<file path="config.mk">
export PLATFORM = sky130hd
export DESIGN_NAME = pfts_sequencer
export DESIGN_NICKNAME = d
export VERILOG_FILES = /design/src/pfts_pkg.sv /design/src/pfts_sequencer.sv
export VERILOG_INCLUDE_DIRS = /design/src
export SDC_FILE = /design/constraint.sdc
export NUM_CORES = 1
export LEC_CHECK = 0
export ABC_CLOCK_PERIOD_IN_PS = 19900
export BUFFER_PORTS_ARGS = -buffer_cell sky130_fd_sc_hd__buf_2
export CORE_UTILIZATION = 55
export DETAILED_ROUTE_END_ITERATION = 8
export GPL_TIMING_DRIVEN = 0
export MAX_ROUTING_LAYER = met4
export PLACE_DENSITY = 0.78
export SETUP_SLACK_MARGIN = 0.05
export SYNTH_ARGS = -nofsm -noshare
export SYNTH_HDL_FRONTEND = slang
export SYNTH_SLANG_ARGS = --single-unit
export TNS_END_PERCENT = 5
</file>
<file path="constraint.sdc">
create_clock -name clk -period 19.9 [get_ports clk]
set_input_delay 1.99 -clock clk [delete_from_list [all_inputs] [get_ports clk]]
set_output_delay 1.99 -clock clk [all_outputs]
set_load 0.02 [all_outputs]
</file>
<file path="src/pfts_cfg.svh">
// Constants of the point-of-load fault and turn-off sequencer.
// Assumes a 200 MHz system clock and an AXI4-Lite window of 256 bytes.
`ifndef PFTS_CFG_SVH
`define PFTS_CFG_SVH
`define PFTS_CLK_PERIOD_NS 5
`define PFTS_HICCUP_MS 130
`define PFTS_ADDR_RUN_CONTROL 8'h00
`define PFTS_ADDR_OUTPUT_SETPOINT 8'h04
`define PFTS_ADDR_TRACKING_SLEW_CONFIG 8'h08
`define PFTS_ADDR_TURN_OFF_DELAY_SETTING 8'h0C
`define PFTS_ADDR_PROTECTION_TYPE_CONFIG 8'h10
`define PFTS_ADDR_PROTECTION_THRESHOLD_CONFIG 8'h14
`define PFTS_ADDR_PROTECTION_REPORTING_CONFIG 8'h18
`define PFTS_ADDR_CURRENT_LIMIT_SETTING 8'h1C
`define PFTS_ADDR_PROTECTION_STATUS_WORD 8'h20
`define PFTS_ADDR_SEQUENCER_MONITOR 8'h24
`define PFTS_BIT_OVERHEAT_WARNING 0
`define PFTS_BIT_OUTPUT_GOOD 1
`define PFTS_BIT_OVERCURRENT_FAULT 2
`define PFTS_BIT_UNDERVOLTAGE_FAULT 3
`define PFTS_BIT_OVERHEAT_FAULT 4
`define PFTS_STATUS_RESET 5'h1F
`define PFTS_SETPOINT_RESET 9'h050
`define PFTS_RISE_DIV_RESET 16'h0001
`define PFTS_FALL_DIV_RESET 16'h0001
`define PFTS_OFF_DELAY_RESET 16'h0100
`define PFTS_UV_PCT_RESET 7'h4B
`define PFTS_OV_PCT_RESET 7'h73
`define PFTS_TEMP_WARN_SET 8'h78
`define PFTS_TEMP_WARN_CLEAR 8'h75
`define PFTS_TEMP_FAULT 8'h82
`define PFTS_TEMP_ROOM 8'h19
`define PFTS_PCT_FULL 16'h0064
`define PFTS_PG_HIGH_PCT 16'h006E
`define PFTS_PG_LOW_A_PCT 16'h005A
`define PFTS_PG_LOW_B_PCT 16'h005F
`define PFTS_RESP_OKAY 2'h0
`define PFTS_RESP_SLVERR 2'h2
`endif

</file>
<file path="src/pfts_pkg.sv">
// Types shared by the point-of-load fault and turn-off sequencer.
// Assumes the constants of pfts_cfg.svh are included where needed.
package pfts_pkg;
  typedef struct packed {
    logic awvalid; logic [7:0] awaddr; logic wvalid; logic [31:0] wdata;
    logic [3:0] wstrb; logic bready; logic arvalid; logic [7:0] araddr;
    logic rready;
  } pfts_axi_req_type;
  typedef struct packed {
    logic awready; logic wready; logic bvalid; logic [1:0] bresp;
    logic arready; logic rvalid; logic [31:0] rdata; logic [1:0] rresp;
  } pfts_axi_rsp_type;
  typedef enum logic [2:0] {
    PFTS_OFF, PFTS_RAMP_UP, PFTS_STEADY, PFTS_OFF_DELAY, PFTS_RAMP_DOWN,
    PFTS_HICCUP, PFTS_LATCHED
  } pfts_mode_type;
  typedef enum logic [1:0] {
    PFTS_CAUSE_CMD, PFTS_CAUSE_OC, PFTS_CAUSE_UV, PFTS_CAUSE_OT
  } pfts_cause_type;
  typedef struct packed {
    pfts_mode_type mode; pfts_cause_type cause;
    logic [8:0] refLevel; logic [15:0] stepCnt; logic [15:0] offCnt;
    logic [24:0] hicCnt; logic [8:0] prebias; logic ocArmed;
    logic recycleSeen; logic [4:0] status; logic runOn;
    logic [8:0] setpoint; logic [15:0] riseDiv; logic [15:0] fallDiv;
    logic [15:0] offDelay; logic [2:0] latchCfg; logic [6:0] uvPct;
    logic [6:0] ovPct; logic pgLowSel; logic reportEn; logic tempCompEn;
    logic awTaken; logic wTaken; logic [7:0] awAddr; logic [31:0] wData;
    logic [3:0] wStrb; logic bvalid; logic [1:0] bresp; logic rvalid;
    logic [31:0] rdata; logic [1:0] rresp; logic mclkPrev;
    logic switchOn; logic pgOe; logic alert; logic ovAbove;
    logic tempComp;
  } pfts_state_type;
endpackage : pfts_pkg

</file>
<file path="src/pfts_sequencer.sv">
// Protection, power-good and turn-off sequencing of one load_converter.
// Assumes AXI4-Lite register access, measurements synchronous to clk and
// the manager master clock as a plain sampled level on masterClk.
//
// Overview of operation
// - With falling slew, turn-off delay runs from command to zero volts.
// - Pre-ramp wait is turn-off delay minus present reference over falling slew.
// - Without falling slew, the delay ends by opening both switches.
// - Reference moves one fixed step at a time; dwell sets slew.
// - Step dwell is a division of the manager master clock.
// - Voltage limits are percentages of the live setpoint.
// - Non-latching faults retry after the hiccup interval until clear.
// - Latching faults stay off until cleared or recycled, after hiccup.
// - Warnings never turn the converter off.
// - Overheat warning bit low above warn point, high below hysteresis.
// - Power-good pin low outside window of 110 and 90 or 95 percent.
// - Power-good judged only in steady state, low during transitions.
// - Power-good warning drives bit low, releases on return to window.
// - External low on the power-good pin raises the power-good warning.
// - Any fault-class protection turns the converter off.
// - Armed above prebias, current limit with undervoltage trips fast.
// - Overcurrent temperature compensation above room, can be disabled.
// - Undervoltage in steady state without overcurrent: regular turn-off.
// - Overheat fault in ramp-up or steady state: regular turn-off; restart below warn.
`timescale 1ns/1ps
`include "pfts_cfg.svh"

module pfts_sequencer
  import pfts_pkg::*;
#(
  parameter int unsigned HICCUP_CYCLES =
    `PFTS_HICCUP_MS * 1000000 / `PFTS_CLK_PERIOD_NS
) (
  input wire logic clk,
  input wire logic rst_n,
  input wire pfts_axi_req_type axiReq,
  output pfts_axi_rsp_type axiRsp,
  input wire logic masterClk,
  input wire logic [8:0] vOutMeas,
  input wire logic [7:0] tempMeas,
  input wire logic iAtLimit,
  input wire logic pgIn,
  output logic pgOut,
  output logic pgOe,
  output logic switchOn,
  output logic [8:0] refLevel,
  output logic tempCompOn,
  output logic managerAlert,
  output logic ovAbove
);

  localparam pfts_state_type RESET_STATE = '{
    mode: PFTS_OFF,
    cause: PFTS_CAUSE_CMD,
    status: `PFTS_STATUS_RESET,
    setpoint: `PFTS_SETPOINT_RESET,
    riseDiv: `PFTS_RISE_DIV_RESET,
    fallDiv: `PFTS_FALL_DIV_RESET,
    offDelay: `PFTS_OFF_DELAY_RESET,
    uvPct: `PFTS_UV_PCT_RESET,
    ovPct: `PFTS_OV_PCT_RESET,
    tempCompEn: 1'b1,
    pgOe: 1'b1,
    default: '0
  };
  localparam logic [24:0] HICCUP_LAST = 25'(HICCUP_CYCLES - 1);

  pfts_state_type s;
  pfts_state_type n;

  logic mtick;
  logic [15:0] vScaled;
  logic belowUv;
  logic aboveOv;
  logic outsidePg;
  logic [15:0] pgLowPct;
  logic steady;
  logic ocCond;
  logic otCond;
  logic uvCond;
  logic [15:0] stepLen;
  logic stepDue;
  logic [24:0] rampTicks;
  logic hicDone;
  logic faultCondOk;
  logic causeBitClear;
  logic awHs;
  logic wHs;
  logic arHs;
  logic [31:0] wMerged;
  logic [4:0] swClear;
  logic goFast;
  logic goRegular;
  logic goFinish;
  logic goStart;
  pfts_cause_type newCause;

  // A rising edge of the manager clock paces every ramp step.
  assign mtick = masterClk & ~s.mclkPrev;

  // Limits scale with the live setpoint, so margining moves them too.
  assign vScaled = 16'(vOutMeas) * `PFTS_PCT_FULL;
  assign belowUv = vScaled < (16'(s.setpoint) * 16'(s.uvPct));
  assign aboveOv = vScaled > (16'(s.setpoint) * 16'(s.ovPct));
  assign pgLowPct = s.pgLowSel ? `PFTS_PG_LOW_B_PCT : `PFTS_PG_LOW_A_PCT;
  assign outsidePg = (vScaled > (16'(s.setpoint) * `PFTS_PG_HIGH_PCT)) ||
                     (vScaled < (16'(s.setpoint) * pgLowPct));
  // A setpoint move is a transition even before the mode leaves steady.
  assign steady = (s.mode == PFTS_STEADY) &&
                  (s.refLevel == s.setpoint);

  assign ocCond = s.ocArmed && iAtLimit && belowUv;
  assign otCond = tempMeas > `PFTS_TEMP_FAULT;
  assign uvCond = steady && belowUv && !ocCond;

  // A zero rising divider still advances one step per master edge.
  assign stepLen = (s.mode == PFTS_RAMP_UP) ?
                   ((s.riseDiv == 16'h0000) ? 16'h0001 : s.riseDiv) :
                   s.fallDiv;
  assign stepDue = mtick &&
                   ((17'(s.stepCnt) + 17'h00001) >= 17'(stepLen));
  // Remaining ramp time in master edges from the present reference.
  assign rampTicks = 25'(s.refLevel) * 25'(s.fallDiv);
  assign hicDone = s.hicCnt >= HICCUP_LAST;

  // No restart above the fault limit, whatever tripped the converter.
  // An overheat cause may only restart once below the warning point.
  assign faultCondOk = !otCond && ((s.cause != PFTS_CAUSE_OT) ||
                       (tempMeas < `PFTS_TEMP_WARN_SET));
  always_comb begin
    case (s.cause)
      PFTS_CAUSE_OC: causeBitClear = s.status[`PFTS_BIT_OVERCURRENT_FAULT];
      PFTS_CAUSE_UV: causeBitClear = s.status[`PFTS_BIT_UNDERVOLTAGE_FAULT];
      PFTS_CAUSE_OT: causeBitClear = s.status[`PFTS_BIT_OVERHEAT_FAULT];
      default: causeBitClear = 1'b1;
    endcase
  end

  assign awHs = axiReq.awvalid && axiRsp.awready;
  assign wHs = axiReq.wvalid && axiRsp.wready;
  assign arHs = axiReq.arvalid && axiRsp.arready;

  always_comb begin
    axiRsp.awready = !s.awTaken && !s.bvalid;
    axiRsp.wready = !s.wTaken && !s.bvalid;
    axiRsp.bvalid = s.bvalid;
    axiRsp.bresp = s.bresp;
    axiRsp.arready = !s.rvalid;
    axiRsp.rvalid = s.rvalid;
    axiRsp.rdata = s.rdata;
    axiRsp.rresp = s.rresp;
  end

  always_comb begin
    for (int i = 0; i < 4; i++) begin
      wMerged[i*8 +: 8] = s.wStrb[i] ? s.wData[i*8 +: 8] : 8'h00;
    end
  end

  always_comb begin
    n = s;
    goFast = 1'b0;
    goRegular = 1'b0;
    goFinish = 1'b0;
    goStart = 1'b0;
    newCause = s.cause;
    swClear = 5'h00;
    n.mclkPrev = masterClk;

    // Write channel: address and data may arrive in either order.
    if (awHs) begin
      n.awTaken = 1'b1;
      n.awAddr = axiReq.awaddr;
    end
    if (wHs) begin
      n.wTaken = 1'b1;
      n.wData = axiReq.wdata;
      n.wStrb = axiReq.wstrb;
    end
    if (s.bvalid && axiReq.bready) begin
      n.bvalid = 1'b0;
    end
    if (s.awTaken && s.wTaken) begin
      n.awTaken = 1'b0;
      n.wTaken = 1'b0;
      n.bvalid = 1'b1;
      n.bresp = `PFTS_RESP_OKAY;
      case (s.awAddr)
        `PFTS_ADDR_RUN_CONTROL: begin
          if (s.wStrb[0]) n.runOn = wMerged[0];
        end
        `PFTS_ADDR_OUTPUT_SETPOINT: begin
          if (s.wStrb[0]) n.setpoint[7:0] = wMerged[7:0];
          if (s.wStrb[1]) n.setpoint[8] = wMerged[8];
        end
        `PFTS_ADDR_TRACKING_SLEW_CONFIG: begin
          if (s.wStrb[0]) n.riseDiv[7:0] = wMerged[7:0];
          if (s.wStrb[1]) n.riseDiv[15:8] = wMerged[15:8];
          if (s.wStrb[2]) n.fallDiv[7:0] = wMerged[23:16];
          if (s.wStrb[3]) n.fallDiv[15:8] = wMerged[31:24];
        end
        `PFTS_ADDR_TURN_OFF_DELAY_SETTING: begin
          if (s.wStrb[0]) n.offDelay[7:0] = wMerged[7:0];
          if (s.wStrb[1]) n.offDelay[15:8] = wMerged[15:8];
        end
        `PFTS_ADDR_PROTECTION_TYPE_CONFIG: begin
          if (s.wStrb[0]) n.latchCfg = wMerged[2:0];
        end
        `PFTS_ADDR_PROTECTION_THRESHOLD_CONFIG: begin
          if (s.wStrb[0]) n.uvPct = wMerged[6:0];
          if (s.wStrb[1]) n.ovPct = wMerged[14:8];
          if (s.wStrb[2]) n.pgLowSel = wMerged[16];
        end
        `PFTS_ADDR_PROTECTION_REPORTING_CONFIG: begin
          if (s.wStrb[0]) n.reportEn = wMerged[0];
        end
        `PFTS_ADDR_CURRENT_LIMIT_SETTING: begin
          if (s.wStrb[0]) n.tempCompEn = wMerged[0];
        end
        `PFTS_ADDR_PROTECTION_STATUS_WORD: begin
          // Writing one releases a latched fault bit back to high.
          if (s.wStrb[0]) begin
            swClear[`PFTS_BIT_OVERCURRENT_FAULT] =
              wMerged[`PFTS_BIT_OVERCURRENT_FAULT];
            swClear[`PFTS_BIT_UNDERVOLTAGE_FAULT] =
              wMerged[`PFTS_BIT_UNDERVOLTAGE_FAULT];
            swClear[`PFTS_BIT_OVERHEAT_FAULT] =
              wMerged[`PFTS_BIT_OVERHEAT_FAULT];
          end
        end
        `PFTS_ADDR_SEQUENCER_MONITOR: begin
        end
        default: n.bresp = `PFTS_RESP_SLVERR;
      endcase
    end

    // Read channel answers one cycle after the address is taken.
    if (s.rvalid && axiReq.rready) begin
      n.rvalid = 1'b0;
    end
    if (arHs) begin
      n.rvalid = 1'b1;
      n.rresp = `PFTS_RESP_OKAY;
      case (axiReq.araddr)
        `PFTS_ADDR_RUN_CONTROL: n.rdata = {31'h00000000, s.runOn};
        `PFTS_ADDR_OUTPUT_SETPOINT: n.rdata = {23'h000000, s.setpoint};
        `PFTS_ADDR_TRACKING_SLEW_CONFIG: n.rdata = {s.fallDiv, s.riseDiv};
        `PFTS_ADDR_TURN_OFF_DELAY_SETTING: n.rdata = {16'h0000, s.offDelay};
        `PFTS_ADDR_PROTECTION_TYPE_CONFIG:
          n.rdata = {29'h00000000, s.latchCfg};
        `PFTS_ADDR_PROTECTION_THRESHOLD_CONFIG:
          n.rdata = {15'h0000, s.pgLowSel, 1'b0, s.ovPct, 1'b0, s.uvPct};
        `PFTS_ADDR_PROTECTION_REPORTING_CONFIG:
          n.rdata = {31'h00000000, s.reportEn};
        `PFTS_ADDR_CURRENT_LIMIT_SETTING:
          n.rdata = {31'h00000000, s.tempCompEn};
        `PFTS_ADDR_PROTECTION_STATUS_WORD: n.rdata = {27'h0000000, s.status};
        `PFTS_ADDR_SEQUENCER_MONITOR:
          n.rdata = {18'h00000, s.switchOn, 1'b0, s.mode, s.refLevel};
        default: begin
          n.rdata = 32'h00000000;
          n.rresp = `PFTS_RESP_SLVERR;
        end
      endcase
    end

    // Sequencer: fast faults win over regular ones, commands come last.
    case (s.mode)
      PFTS_OFF: begin
        if (s.runOn && !otCond) begin
          goStart = 1'b1;
        end
      end
      PFTS_RAMP_UP, PFTS_STEADY: begin
        if (vOutMeas > s.prebias) begin
          n.ocArmed = 1'b1;
        end
        if (ocCond) begin
          goFast = 1'b1;
          newCause = PFTS_CAUSE_OC;
        end else if (otCond) begin
          goRegular = 1'b1;
          newCause = PFTS_CAUSE_OT;
        end else if (uvCond) begin
          goRegular = 1'b1;
          newCause = PFTS_CAUSE_UV;
        end else if (!s.runOn) begin
          goRegular = 1'b1;
          newCause = PFTS_CAUSE_CMD;
        end else if (s.refLevel != s.setpoint) begin
          // Any setpoint change is a transition and leaves steady state.
          n.mode = PFTS_RAMP_UP;
          if (stepDue) begin
            n.stepCnt = 16'h0000;
            n.refLevel = (s.refLevel < s.setpoint) ? s.refLevel + 9'h001 :
                         s.refLevel - 9'h001;
          end else if (mtick) begin
            n.stepCnt = s.stepCnt + 16'h0001;
          end
        end else begin
          n.mode = PFTS_STEADY;
          n.stepCnt = 16'h0000;
        end
      end
      PFTS_OFF_DELAY: begin
        if (mtick && s.offCnt != 16'h0000) begin
          n.offCnt = s.offCnt - 16'h0001;
        end
        if (ocCond) begin
          goFast = 1'b1;
          newCause = PFTS_CAUSE_OC;
        end else if (s.fallDiv != 16'h0000) begin
          // Ramp starts once the remaining delay is no more than the ramp length.
          if (25'(s.offCnt) <= rampTicks) begin
            n.mode = PFTS_RAMP_DOWN;
            n.stepCnt = 16'h0000;
          end
        end else if (s.offCnt == 16'h0000) begin
          goFinish = 1'b1;
        end
      end
      PFTS_RAMP_DOWN: begin
        if (mtick && s.offCnt != 16'h0000) begin
          n.offCnt = s.offCnt - 16'h0001;
        end
        if (ocCond) begin
          goFast = 1'b1;
          newCause = PFTS_CAUSE_OC;
        end else if (s.refLevel == 9'h000) begin
          goFinish = 1'b1;
        end else if (stepDue) begin
          n.stepCnt = 16'h0000;
          n.refLevel = s.refLevel - 9'h001;
        end else if (mtick) begin
          n.stepCnt = s.stepCnt + 16'h0001;
        end
      end
      PFTS_HICCUP: begin
        if (!hicDone) begin
          n.hicCnt = s.hicCnt + 25'h0000001;
        end
        if (!s.runOn) begin
          n.mode = PFTS_OFF;
        end else if (hicDone && faultCondOk) begin
          goStart = 1'b1;
        end
      end
      PFTS_LATCHED: begin
        if (!hicDone) begin
          n.hicCnt = s.hicCnt + 25'h0000001;
        end
        if (!s.runOn) begin
          n.recycleSeen = 1'b1;
        end
        if (hicDone && s.runOn && faultCondOk &&
            (s.recycleSeen || causeBitClear)) begin
          goStart = 1'b1;
        end
      end
      default: begin
        n.mode = PFTS_OFF;
        n.switchOn = 1'b0;
        n.refLevel = 9'h000;
      end
    endcase

    if (goStart) begin
      // Every start, first or retried, ramps with the rising settings.
      n.mode = PFTS_RAMP_UP;
      n.switchOn = 1'b1;
      n.refLevel = 9'h000;
      n.stepCnt = 16'h0000;
      n.prebias = vOutMeas;
      n.ocArmed = 1'b0;
      n.cause = PFTS_CAUSE_CMD;
    end
    if (goRegular) begin
      n.mode = PFTS_OFF_DELAY;
      n.offCnt = s.offDelay;
      n.cause = newCause;
    end
    if (goFast || goFinish) begin
      // Both switches open at once; the load sets any further decay.
      n.switchOn = 1'b0;
      n.refLevel = 9'h000;
      n.hicCnt = 25'h0000000;
      n.recycleSeen = 1'b0;
      if (goFast) begin
        n.cause = newCause;
      end
      if (!goFast && s.cause == PFTS_CAUSE_CMD) begin
        n.mode = PFTS_OFF;
      end else if (n.cause == PFTS_CAUSE_OC && s.latchCfg[0] ||
                   n.cause == PFTS_CAUSE_UV && s.latchCfg[1] ||
                   n.cause == PFTS_CAUSE_OT && s.latchCfg[2]) begin
        n.mode = PFTS_LATCHED;
      end else begin
        n.mode = PFTS_HICCUP;
      end
    end

    // Fault bits: software clear first, hardware set after, so set wins.
    n.status = s.status | swClear;
    if (ocCond) begin
      n.status[`PFTS_BIT_OVERCURRENT_FAULT] = 1'b0;
    end
    if (uvCond) begin
      n.status[`PFTS_BIT_UNDERVOLTAGE_FAULT] = 1'b0;
    end
    if (otCond) begin
      n.status[`PFTS_BIT_OVERHEAT_FAULT] = 1'b0;
    end
    // Warnings only move status and the alert; they never stop the output.
    if (tempMeas > `PFTS_TEMP_WARN_SET) begin
      n.status[`PFTS_BIT_OVERHEAT_WARNING] = 1'b0;
    end else if (tempMeas < `PFTS_TEMP_WARN_CLEAR) begin
      n.status[`PFTS_BIT_OVERHEAT_WARNING] = 1'b1;
    end
    // The pin is sensed only while released, so its own drive is ignored.
    n.status[`PFTS_BIT_OUTPUT_GOOD] =
      !(steady && (outsidePg || (!s.pgOe && !pgIn)));
    n.pgOe = !(steady && !outsidePg);
    n.alert = s.reportEn &&
              (!n.status[`PFTS_BIT_OVERHEAT_WARNING] ||
               !n.status[`PFTS_BIT_OUTPUT_GOOD]);
    n.tempComp = s.tempCompEn && (tempMeas > `PFTS_TEMP_ROOM);
    n.ovAbove = s.switchOn && aboveOv;
  end

  always_ff @(posedge clk or negedge rst_n) begin
    if (!rst_n) begin
      s <= RESET_STATE;
    end else begin
      s <= n;
    end
  end

  assign pgOut = 1'b0;
  assign pgOe = s.pgOe;
  assign switchOn = s.switchOn;
  assign refLevel = s.refLevel;
  assign tempCompOn = s.tempComp;
  assign managerAlert = s.alert;
  assign ovAbove = s.ovAbove;

endmodule : pfts_sequencer

</file>
==> impl_metrics.yaml <==
floorplan:
  design.core.area_mm2: 0.0478
  fp-row-count: 80
  die_y_um: 223
  die_area_mm2: 0.0496
  die_x_um: 223
  start_util_pct: 56.0
  io_pins: 135
cts:
  post-cts-setup-buffers: 0
  cts_tree: "built"
  cts-root-buf: "clkbuf_16"
  clkSlewWorstSetupHoldPaths_ns: 0.06
  clock_path_buffers: 3
  ctsHoldBuffers: 0
  htree_levels: 1
  clkLatencyLatePin_ns: 0.59
  ctsResizeCount: 0
  cts_sinks: 253
  numCtsBuffers: 30
sta:
  finalSetupViolations: 0
  rsz0062_at_grt: "false"
  max_clock_freq_ghz: 0.117
  finalCritPeriodShare_pct: 42.9
  maxSlewViolCount: 0
  fin_setup_tns_ns: 0
  tightest_slew_ns: 1.18
  hold_viol: 0
  whs_ns: 0.487
  slew_headroom_pct: 20.9
  fin_crit_ns: 8.54
  finalClockSkew_ns: 0.0244
global_routing:
  met3_usage_pct: 3.44
  gr-usage-met2_pct: 51.0
  grt_pass1_wl_um: 123000
  grt_pass1_vias: 22800
  antenna_found_initial: 2
  grt_use_total_pct: 32.2
  grt_start_max_net_pins: 107
  top_usage_layer: "met2"
  use_met1_pct: 43.0
  overflow: 0
synthesis:
  postSynthCellCount: 2894
  synthAdderAreaFrac_pct: 31.3
  ys_warn_count: 0
  seq_area_frac_synth_pct: 23.7
  syn_area_per_cell_um2: 9.26
  synth-seq-cells: 253
  synth_top_family_by_area: "adder cells"
  synth-compound-area-share_pct: 12.1
  synthArstFlopShare_pct: 100
  synth_edf_count: 0
  synth.distinct_cells: 89
  synthXorXnorAreaFrac_pct: 3.53
  synth_ff_type: "dfrtp_1"
  synth_area_mm2: 0.0268
  yosys.area_share.simple_pct: 15.9
  synthMuxAreaShare_pct: 5.83
run_status:
  status: "finished, final reports clean"
detailed_routing:
  drcViolationCount: 0
  wl_per_cell_um: 20.5
  vias: 22300
  antenna_left: 0
  wl_um: 76000
  drtIter0Drc: 1872
  routed_via_density: 6.03
  drt_pass1_iterations: 8
critical_path:
  start_kind: "register"
  slowest_stage: "dfrtp_1"
  critPathKind: "reg2reg"
  endpoint_kind: "register"
  worstPathRequired_ns: 20.41
  critPathMaxStageDelay_ns: 0.86
  crit_arrival_ns: 9.05
  cp_max_fo: 15
power:
  p_int_mw: 1.43
  switching_power_mw: 1.13
  p_comb_share_pct: 47.8
  pwr_density_cell_mw_per_mm2: 87.4
  pwr-share-clk_pct: 22.2
  p_leak_nw: 15.0
  seqPwrFrac_pct: 30.0
  switching_share_pct: 44.3
  ir_worst_vdd_v: 0.0000880
cells_and_area:
  n_fill_cell: 3979
  final_util_pct: 61.3
  final_nets: 3679
  drive_gt1_share_pct: 13.2
  area_growth_pct: 9.41
flow_run:
  drv_cap: 0
placed_design:
  gp_congestion: 0.970
  portBuffers: 130
  hpwlAfterDp_um: 60600
worst_hold_path:
  hold_path.class: "reg2reg"
-- per-stage QoR --
stage	instances	setup slack [ns]	cell area, µm²	total power [mW]
floorplan	2896	12.75	26800	1.56
global placement	3641	11.68	28200	1.92
detailed placement	3643	11.47	28300	1.97
CTS	3699	11.47	29300	2.55
global route	3700	10.91	29300	2.73
finish	3701	11.36	29300	2.56
-- power groups by stage --
stage                     sequential, mW  clock, mW  combinational [mW]
after floorplan                    0.700          0               0.862
after global placement             0.764          0                1.16
after detailed placement           0.771          0                1.20
after CTS                          0.762      0.575                1.21
after global routing               0.778      0.595                1.36
final                              0.769      0.570                1.22
-- final timing paths --
check	cells past startpoint	start	end	slack (ns)
hold / removal	2	axiRsp[18]$_DFFE_PN0P_	axiRsp[18]$_DFFE_PN0P_	0.49
max in group asynchronous	2	rst_n	s[48]$_DFFE_PN0P_	17.54
setup reg to reg	28	s[160]$_DFFE_PN0P_	s[235]$_DFFE_PN0P_	11.36
hold reg to reg	2	axiRsp[18]$_DFFE_PN0P_	axiRsp[18]$_DFFE_PN0P_	0.49
min in group asynchronous	1	rst_n	axiRsp[30]$_DFFE_PN0P_	1.38
setup / recovery	28	s[160]$_DFFE_PN0P_	s[235]$_DFFE_PN0P_	11.36
-- registers in the layout, indices dropped and copies added, names as in the netlist --
name,flops
s,203
axiRsp,36
refLevel,9
managerAlert,1
ovAbove,1
pgOe,1
switchOn,1
tempCompOn,1
-- layout by cell type (no fill, tap or decap), types with 10 or more instances in the layout --
master,count
o21ai_0,128
dfrtp_1,232
clkbuf_1,110
clkbuf_16,30
o41ai_1,13
nor2_1,146
nand3_1,57
inv_1,329
nor3_1,42
fa_1,216
xor2_1,54
or2_2,11
xnor2_1,54
a22oi_1,12
and3_1,23
ha_1,324
nor4_1,24
buf_2,135
buf_4,49
o211ai_1,11
a31oi_1,14
dfstp_2,21
a211oi_1,10
a221oi_1,10
o21a_1,11
nand2_1,318
a21o_1,39
o21bai_1,11
mux2i_1,21
a21oi_1,113
mux2_2,120
nor2b_1,18
a22o_1,11
and2_1,149
nand2b_1,30
nand4_1,20
-- critical path: cells and delay by family (launching register included) --
| family | cells | cell delay (ns) |
|---|---|---|
| adder cells (fa/ha/maj) | 6 | 2.70 |
| AND/OR/NAND/NOR | 5 | 1.12 |
| flip-flops | 1 | 0.86 |
| buffers and inverters | 6 | 1.44 |
| XOR/XNOR | 1 | 0.09 |
| AO/OA/AOI/OAI | 10 | 2.23 |
-- cell families (layout without fill, tap and decap cells) --
| kind of cell | count (synthesis) | count (layout) |
|---|---|---|
| AOI/OAI and AO/OA | 486 | 486 |
| xor gates and xnor gates | 108 | 108 |
| adders and majority gates | 540 | 540 |
| buffers and inverters | 488 | 676 |
| DFF | 253 | 253 |
| muxes | 141 | 141 |
| other | 1 | 5 |
| and+or+nand+nor | 877 | 877 |
-- routing by layer --
layer | wire length (µm) | part of all wire, %
met5 | 0 | 0
met3 | 5190 | 6.8
met1 | 32100 | 42
met4 | 3030 | 4.0
met2 | 35700 | 47
-- cells in the mapped netlist (all sizes together) (13+ instances only) --
| master | count | area share (%) |
|---|---|---|
| a211oi | 13 | 0.42 |
| a21o | 39 | 1.1 |
| a21oi | 114 | 2.1 |
| a31oi | 14 | 0.33 |
| and2 | 149 | 3.5 |
| and3 | 24 | 0.58 |
| buf | 60 | 1.6 |
| clkbuf | 99 | 1.4 |
| dfrtp | 232 | 22 |
| dfstp | 21 | 2.1 |
| fa | 216 | 16 |
| ha | 324 | 15 |
| inv | 329 | 4.6 |
| mux2 | 120 | 5.0 |
| mux2i | 21 | 0.78 |
| nand2 | 318 | 4.5 |
| nand2b | 30 | 0.70 |
| nand3 | 57 | 1.1 |
| nand4 | 20 | 0.47 |
| nor2 | 147 | 2.1 |
| nor2b | 18 | 0.42 |
| nor3 | 43 | 0.82 |
| nor4 | 25 | 0.61 |
| o21ai | 134 | 2.5 |
| o41ai | 14 | 0.53 |
| xnor2 | 54 | 1.8 |
| xor2 | 54 | 1.8 |
-- final cells by class --
type / instances / area (µm²) / share of cell area, %
clock inverters: 10 / 163 / 0.555
well taps: 615 / 769 / 2.63
inverters: 329 / 1230 / 4.21
flip-flops and latches: 253 / 6360 / 21.7
diodes: 2 / 5.00 / 0.0171
clock buffers: 46 / 861 / 2.94
plain buffers: 159 / 796 / 2.72
multi-input cells: 2155 / 18400 / 62.8
repair buffers: 132 / 716 / 2.44
Note: power is estimated with default switching activity, not from simulation.
